[config.mk]
export PLATFORM = sky130hd
export DESIGN_NAME = nfbpi_top
export DESIGN_NICKNAME = d
export VERILOG_FILES = /design/src/nfbpi_pkg.sv /design/src/nfbpi_top.sv
export SDC_FILE = /design/constraint.sdc
export NUM_CORES = 1
export LEC_CHECK = 0
export BUFFER_PORTS_ARGS = -buffer_cell sky130_fd_sc_hd__buf_2
export CORE_ASPECT_RATIO = 0.5
export CORE_UTILIZATION = 42
export DETAILED_ROUTE_END_ITERATION = 8
export PLACE_DENSITY_LB_ADDON = 0.12
export SLEW_MARGIN = 20
export SYNTH_ARGS = -nofsm -noshare
export SYNTH_HDL_FRONTEND = slang
export SYNTH_SLANG_ARGS = --single-unit
[constraint.sdc]
create_clock -name REF_CLK -period 1.7 [get_ports REF_CLK]
set_clock_uncertainty 0.15 [all_clocks]
set_input_delay 0.17 -clock REF_CLK [delete_from_list [all_inputs] [get_ports REF_CLK]]
set_output_delay 0.17 -clock REF_CLK [all_outputs]
set_load 0.02 [all_outputs]
[src/nfbpi_pkg.sv]
// Constants and types for the NOR flash bus pin interface.
// Assumes one 20 MHz clock; every pin is synchronous to it.
// Function
// RL1 - Address width follows the die density.
// RL2 - Sixteen-bit data in on writes, out on reads.
// RL3 - Sync read: address on strobe rise or clock.
// RL4 - Async: strobe low flows, strobe rise latches.
// RL5 - Unused address strobe is held low.
// RL6 - Deselected die floats data and not-ready.
// RL7 - Controller holds selects high when idle.
// RL8 - Unused bus clock tied to fixed level.
// RL9 - Output enable high floats data and not-ready.
// RL10 - Both output enables are wired together.
// RL11 - Reset clears automation and blocks writes.
// RL12 - Leaving reset gives asynchronous read mode.
// RL13 - Config bit ten sets not-ready polarity.
// RL14 - Sync reads flag not-ready while data invalid.
// RL15 - Not-ready idle in async and write modes.
// RL16 - Write strobe rise captures address and data.
package nfbpi_pkg;

  ////////////////////////////////////////////////////////////////////////////
  localparam int unsigned ADDR_MAX_W = 25;
  localparam int unsigned DQ_W = 16;
  localparam int unsigned RCR_W = 16;
  localparam int unsigned RCR_POL_BIT = 10;

  localparam int unsigned ADDR_W_64M = 22;
  localparam int unsigned ADDR_W_128M = 23;
  localparam int unsigned ADDR_W_256M = 24;
  localparam int unsigned ADDR_W_512M = 25;

  typedef enum logic [1:0] {
    DENS_64M = 2'h0,
    DENS_128M = 2'h1,
    DENS_256M = 2'h2,
    DENS_512M = 2'h3
  } nfbpi_dens_e;

  typedef enum logic {
    MODE_ASYNC = 1'h0,
    MODE_SYNC = 1'h1
  } nfbpi_mode_e;

  localparam nfbpi_mode_e MODE_RST = MODE_ASYNC;
  localparam logic [ADDR_MAX_W-1:0] ADDR_RST = 25'h0000000;
  localparam logic [DQ_W-1:0] DQ_RST = 16'h0000;

  function automatic int unsigned nfbpi_addr_w(nfbpi_dens_e d);
    int unsigned w;
    w = ADDR_W_512M;
    case (d)
      DENS_64M: w = ADDR_W_64M;
      DENS_128M: w = ADDR_W_128M;
      DENS_256M: w = ADDR_W_256M;
      default: w = ADDR_W_512M;
    endcase
    return w;
  endfunction

endpackage

[src/nfbpi_top.sv]
// Pin-side logic of one NOR flash die: address and write capture, output drive control and not-ready.
// Assumes all pins are sampled on REF_CLK and that the array and command logic sit on the user ports.
module nfbpi_top import nfbpi_pkg::*; #(
  parameter nfbpi_dens_e DENSITY = DENS_512M
) (
  input wire logic REF_CLK,
  input wire logic RST_B,
  input wire logic CLK_EN,
  input wire logic BUS_CLK,
  input wire logic [ADDR_MAX_W-1:0] ADDR,
  input wire logic ADDR_VALID_STROBE_N,
  input wire logic DIE_SELECT_FIRST_N,
  input wire logic DIE_SELECT_SECOND_N,
  input wire logic OUTPUT_DRIVE_ENABLE_FIRST_N,
  input wire logic OUTPUT_DRIVE_ENABLE_SECOND_N,
  input wire logic WRITE_STROBE_N,
  input wire logic [DQ_W-1:0] DQ_IN,
  output logic [DQ_W-1:0] DQ_OUT,
  output logic DQ_OE,
  output logic NOT_READY_OUT,
  output logic NOT_READY_OE,
  input wire logic SYNC_MODE_REQ,
  input wire logic ASYNC_MODE_REQ,
  input wire logic [RCR_W-1:0] READ_CONFIG,
  input wire logic [DQ_W-1:0] RD_DATA,
  input wire logic RD_DATA_VALID,
  output logic [ADDR_MAX_W-1:0] RD_ADDR,
  output logic RD_ADDR_STB,
  output logic WR_STB,
  output logic [ADDR_MAX_W-1:0] WR_ADDR,
  output logic [DQ_W-1:0] WR_DATA,
  output logic DIE_ACTIVE,
  output logic READ_MODE
);

  ////////////////////////////////////////////////////////////////////////////
  localparam int unsigned AW = nfbpi_addr_w(DENSITY);
  localparam logic [ADDR_MAX_W-1:0] AMASK = ADDR_MAX_W'((33'h1 << AW) - 33'h1);

  nfbpi_mode_e mode_r;
  logic avs_q_r;
  logic bclk_q_r;
  logic we_q_r;
  logic [ADDR_MAX_W-1:0] addr_q_r;
  logic [DQ_W-1:0] dq_q_r;
  logic taken_r;
  logic [ADDR_MAX_W-1:0] rd_addr_r;
  logic rd_stb_r;
  logic wr_stb_r;
  logic [ADDR_MAX_W-1:0] wr_addr_r;
  logic [DQ_W-1:0] wr_data_r;
  logic [DQ_W-1:0] dq_out_r;
  logic dq_oe_r;
  logic nr_out_r;
  logic nr_oe_r;
  logic sel;
  logic oe_low;
  logic drive_en;
  logic avs_rise;
  logic bclk_rise;
  logic we_rise;
  logic nr_assert;
  logic pol;

  // The two output enables are meant to be one net; either one low opens the drivers.
  assign sel = !DIE_SELECT_FIRST_N || !DIE_SELECT_SECOND_N;
  assign oe_low = !OUTPUT_DRIVE_ENABLE_FIRST_N || !OUTPUT_DRIVE_ENABLE_SECOND_N;
  assign drive_en = sel && oe_low && WRITE_STROBE_N;
  assign avs_rise = !avs_q_r && ADDR_VALID_STROBE_N;
  assign bclk_rise = !bclk_q_r && BUS_CLK;
  assign we_rise = !we_q_r && WRITE_STROBE_N;
  assign pol = READ_CONFIG[RCR_POL_BIT];
  assign nr_assert = (mode_r == MODE_SYNC) && drive_en && !RD_DATA_VALID;

  ////////////////////////////////////////////////////////////////////////////
  // Previous pin samples; edges are seen as a change between two samples.
  always_ff @(posedge REF_CLK) begin
    if (!RST_B) begin
      avs_q_r <= 1'h1;
      bclk_q_r <= 1'h0;
      we_q_r <= 1'h1;
      addr_q_r <= ADDR_RST;
      dq_q_r <= DQ_RST;
    end else if (CLK_EN) begin
      avs_q_r <= ADDR_VALID_STROBE_N;
      bclk_q_r <= BUS_CLK;
      we_q_r <= WRITE_STROBE_N;
      addr_q_r <= ADDR;
      dq_q_r <= DQ_IN;
    end
  end

  ////////////////////////////////////////////////////////////////////////////
  // Read mode; reset always lands in asynchronous array reads.
  always_ff @(posedge REF_CLK) begin
    if (!RST_B) begin
      mode_r <= MODE_RST; // RL12
    end else if (CLK_EN) begin
      if (SYNC_MODE_REQ) begin
        mode_r <= MODE_SYNC;
      end else if (ASYNC_MODE_REQ) begin
        mode_r <= MODE_ASYNC;
      end
    end
  end

  ////////////////////////////////////////////////////////////////////////////
  // Read address capture. A system without the strobe holds it low, so async addresses just flow.
  always_ff @(posedge REF_CLK) begin
    if (!RST_B) begin
      rd_addr_r <= ADDR_RST;
      rd_stb_r <= 1'h0;
      taken_r <= 1'h0;
    end else if (CLK_EN) begin
      rd_stb_r <= 1'h0;
      case (mode_r)
        MODE_ASYNC: begin
          taken_r <= 1'h0;
          if (!ADDR_VALID_STROBE_N) begin
            rd_addr_r <= ADDR & AMASK; // RL4 RL5 RL1
          end
        end
        MODE_SYNC: begin
          if (sel && avs_rise && !taken_r) begin
            rd_addr_r <= addr_q_r & AMASK; // RL3
            rd_stb_r <= 1'h1;
          end else if (sel && !ADDR_VALID_STROBE_N && bclk_rise && !taken_r) begin
            rd_addr_r <= ADDR & AMASK; // RL3
            rd_stb_r <= 1'h1;
            taken_r <= 1'h1;
          end
          if (ADDR_VALID_STROBE_N) begin
            taken_r <= 1'h0;
          end
        end
        default: begin
          taken_r <= 1'h0;
        end
      endcase
    end
  end

  ////////////////////////////////////////////////////////////////////////////
  // Write capture on the strobe's rising edge; the values held while it was low are taken.
  always_ff @(posedge REF_CLK) begin
    if (!RST_B) begin
      wr_stb_r <= 1'h0; // RL11
      wr_addr_r <= ADDR_RST;
      wr_data_r <= DQ_RST;
    end else if (CLK_EN) begin
      wr_stb_r <= sel && we_rise; // RL16
      if (sel && we_rise) begin
        wr_addr_r <= addr_q_r & AMASK; // RL16
        wr_data_r <= dq_q_r; // RL2
      end
    end
  end

  ////////////////////////////////////////////////////////////////////////////
  // Output drivers and not-ready. Both float unless selected with outputs enabled and the write strobe high.
  always_ff @(posedge REF_CLK) begin
    if (!RST_B) begin
      dq_out_r <= DQ_RST;
      dq_oe_r <= 1'h0;
      nr_out_r <= 1'h0;
      nr_oe_r <= 1'h0;
    end else if (CLK_EN) begin
      dq_out_r <= RD_DATA; // RL2
      dq_oe_r <= drive_en; // RL6 RL9
      nr_oe_r <= drive_en; // RL6 RL9
      nr_out_r <= nr_assert ? pol : !pol; // RL13 RL14 RL15
    end
  end

  assign DQ_OUT = dq_out_r;
  assign DQ_OE = dq_oe_r;
  assign NOT_READY_OUT = nr_out_r;
  assign NOT_READY_OE = nr_oe_r;
  assign RD_ADDR = rd_addr_r;
  assign RD_ADDR_STB = rd_stb_r;
  assign WR_STB = wr_stb_r;
  assign WR_ADDR = wr_addr_r;
  assign WR_DATA = wr_data_r;
  assign DIE_ACTIVE = sel;
  assign READ_MODE = mode_r;
endmodule

==> summary.md <==
| Metric | Value |
|---|---|
| DRC Markers | 0 |
| Final hold vios | 0 |
| Post-synth EDFFs | 0 |
| HP Class | input pin to flop |
| Final Hold Slack | 0.02201 ns |
| Comb power frac | 0.107 |
| Die X | 159.5 microns |
| Crit-path max FO | 15 |
| Flop2flop setup slack | 0.11 ns |
| Sequential Power Share | 0.422 |
| Footprint of the multi-input gates | 0.002356 sq mm |
| Post-synth top area share | 0.5073 |
| Clock Pin Slew Worst Setup and Hold Paths | 0.06 ns |
| Slew @ Worst Pin | 0.3859 ns |
| Worst-skew pair later-pin latency | 0.40 ns |
| Final instance area | 0.007506 sq mm |
| Global placer's final weighted congestion | 0.7487 |
| CTS Root Cell | clkbuf_16 |
| Mapped Cells | 554 |
| Hpwl dp | 8095 microns |
| Sw Share | 0.2367 |
| Switching power | 1.862 mW |
| Reg area | 0.002643 sq mm |
| Antenna-violating nets left | 0 |
| Slew HR | 0.7427 |
| Reg-to-Reg End | RD_ADDR[8] |
| Initial DRC count | 228 |
| Core Area | 0.01195 sq mm |
| N_diodes | 0 |
| Clock Path Buffers | 2 |
| PD cells | 1048 mW/mm^2 |
| Period utilization | 0.9378 |
| Post-Syn Nets | 640 |
| Initial antenna violation count | 0 |
| Pin count of the biggest net entering global routing | 88 |
| Synthesis Warnings | 0 |
| R2R depth | 4 |
| Placement-stage cell area | 0.006237 sq mm |
| CP Class | flop to flop |
| Ys async rst share | 0 |
| Tot Pwr | 7.867 mW |
| WL/cell | 13.94 microns |
| Cell area after synthesis | 0.005209 sq mm |
| Cell Rows | 28 |
| Max Cap Viol | 0 |
| Die Area | 0.01288 sq mm |
| Outcome | finished, final reports clean |
| Sink Count | 132 |
| Hold Crit Depth | 4 |
| IO Port Bufs | 159 |
| Top cells by area, synth | dfxtp_1, mux2i_1, nand2_1 |
| Buffer count from post-CTS setup fixing | 0 |
| # IOs | 175 |
| Fillers | 1018 |
| Post-synth top area cell | dfxtp_1 |
| Vias in the first global route | 4296 |
| DIE HEIGHT | 80.75 microns |
| Vias per std cell | 4.787 |
| Post-synthesis average cell area | 9.402 sq um |
| Global-route wire length before repair | 21460 microns |
| Crit. End Element | flop |
| Crit path arrival time | 1.72 ns |
| CTS tree | yes |
| RR Startpoint | READ_MODE |
| Final setup viols | 0 |
| Gr ovfl total | 0 |
| Final setup TNS | 0 ns |
| Total wire length | 13250 microns |
| Fraction of layout cells with a size suffix above 1 | 0.2735 |
| Register area share after synthesis | 0.5073 |
| CTS H-tree lvls | 4 |
| Worst ir drop on vdd | 0.0005834 V |
| RSZ-0062 raised after global routing | no |
| Initial core utilization | 0.4360 |
| Layout overhead on the synthesized area | 44.10% |
| Global Route Usage Sum | 0.2115 |
| Leak | 3.395 nW |
| CTS Buf Count | 17 |
| HP Start | OUTPUT_DRIVE_ENABLE_FIRST_N |
| Pint | 6.006 mW |
| Total iterations of the first detailed-routing run | 4 |
| Synth Flop Type | dfxtp_1 |
| Max Fclk | 0.6273 GHz |
| Cell variety after synth | 32 |
| Synth Register Bits | 132 |
| Most frequent cells in the layout | buf_2, nand2_1, dfxtp_1, dlygate4sd3_1, nor2b_1 |
| Commonest non-fill, non-tap cell in the layout | buf_2 |
| Startpoint Class | flop |
| Hold endpoint | NOT_READY_OUT |
| Pins Over Slew Limit | 0 |
| Nets | 859 |
| Clock share of power | 0.471 |
| CP Data Required Time | 1.83 ns |
| Clock period minus final worst setup slack | 1.594 ns |
| DR vias | 4552 |
-- repair_timing --
action	4_1_cts	5_1_grt
gates resized for setup	0	1
hold endpoints to repair	89	0
setup endpoints to repair	0	16
hold buffers	66	0
-- cells in the mapped netlist, types with 2 or more instances --
library cell,n
a31oi_1,25
nand3_1,2
clkbuf_1,31
buf_6,4
o31ai_1,25
mux2i_1,60
nor2b_1,61
a21boi_1,6
nand2b_1,2
nand2_1,138
nand4b_1,2
a21boi_0,37
dfxtp_1,132
buf_2,10
nand4_1,2
-- area by class of cell --
| type | instances | area share |
|---|---|---|
| Tap cell | 165 | 0.02750 |
| Timing Repair Buffer | 246 | 0.2257 |
| Clock inverter | 12 | 0.02084 |
| Clock buffer | 20 | 0.05951 |
| Inverter | 1 | 0.0005001 |
| Multi-Input combinational cell | 375 | 0.3139 |
| Sequential cell | 132 | 0.3521 |
-- routing by layer --
metal	track usage	wire length (microns)
met1	0.2799	6521
met2	0.3354	5819
met3	0.06282	746
met4	0.06442	166
met5	0	0
-- state kept, by name, summed over array words and instances (netlist names) --
signal and cells:
addr_q_r 25, DQ_OUT 16, WR_DATA 16, WR_ADDR 25, dq_q_r 16, avs_q_r 1
WR_STB 1, bclk_q_r 1, READ_MODE 1, we_q_r 1, NOT_READY_OUT 1, taken_r 1
NOT_READY_OE 1, RD_ADDR_STB 1, RD_ADDR 25
-- power by group through the flow --
stage,Sequential (mW),Clock [mW],Combinational (mW)
final,3.32,3.71,0.839
after global routing,3.34,3.95,0.913
after CTS,3.32,3.79,0.840
after detailed placement,3.38,0,0.720
after global placement,3.38,0,0.712
after floorplan,3.47,0,0.356
-- stage by stage --
step / setup WS (ns) / util / instances
final: 0.1058 / 0.6283 / 951
after detailed placement: 0.02503 / 0.5221 / 853
after global placement: 0.06406 / 0.5221 / 853
after global routing: 0.0001734 / 0.6283 / 951
after floorplan: 0.09383 / - / 554
after CTS: 0.02441 / 0.6279 / 951
-- kinds of logic (layout without fill, tap and decap cells) --
| family | after synthesis | in the layout | synth area share |
|---|---|---|---|
| DFF | 132 | 132 | 0.5073 |
| muxes | 60 | 60 | 0.1153 |
| buffers and inverters | 47 | 279 | 0.04276 |
| and+or+nand+nor | 215 | 215 | 0.1958 |
| AOI/OAI and AO/OA | 100 | 100 | 0.1388 |
-- critical path, cell delays in order, from the launching register on --
cell	delay [ns]
dfxtp_1	0.53
o2111a_1	0.32
or2_1	0.14
buf_4	0.22
a31oi_1	0.11
-- how the worst max path moves through the flow --
stage | from | to | slack [ns] | cells after the start
finish | READ_MODE | RD_ADDR[8] | 0.11 | 4
CTS | bclk_q_r | RD_ADDR[9] | 0.02 | 5
global placement | ADDR_VALID_STROBE_N | RD_ADDR[24] | 0.06 | 6
global route | READ_MODE | RD_ADDR[23] | 0.0002 | 4
floorplan | READ_MODE | RD_ADDR[18] | 0.09 | 5
detailed placement | ADDR_VALID_STROBE_N | RD_ADDR[9] | 0.03 | 6
Note: power is estimated with default switching activity, not from simulation.
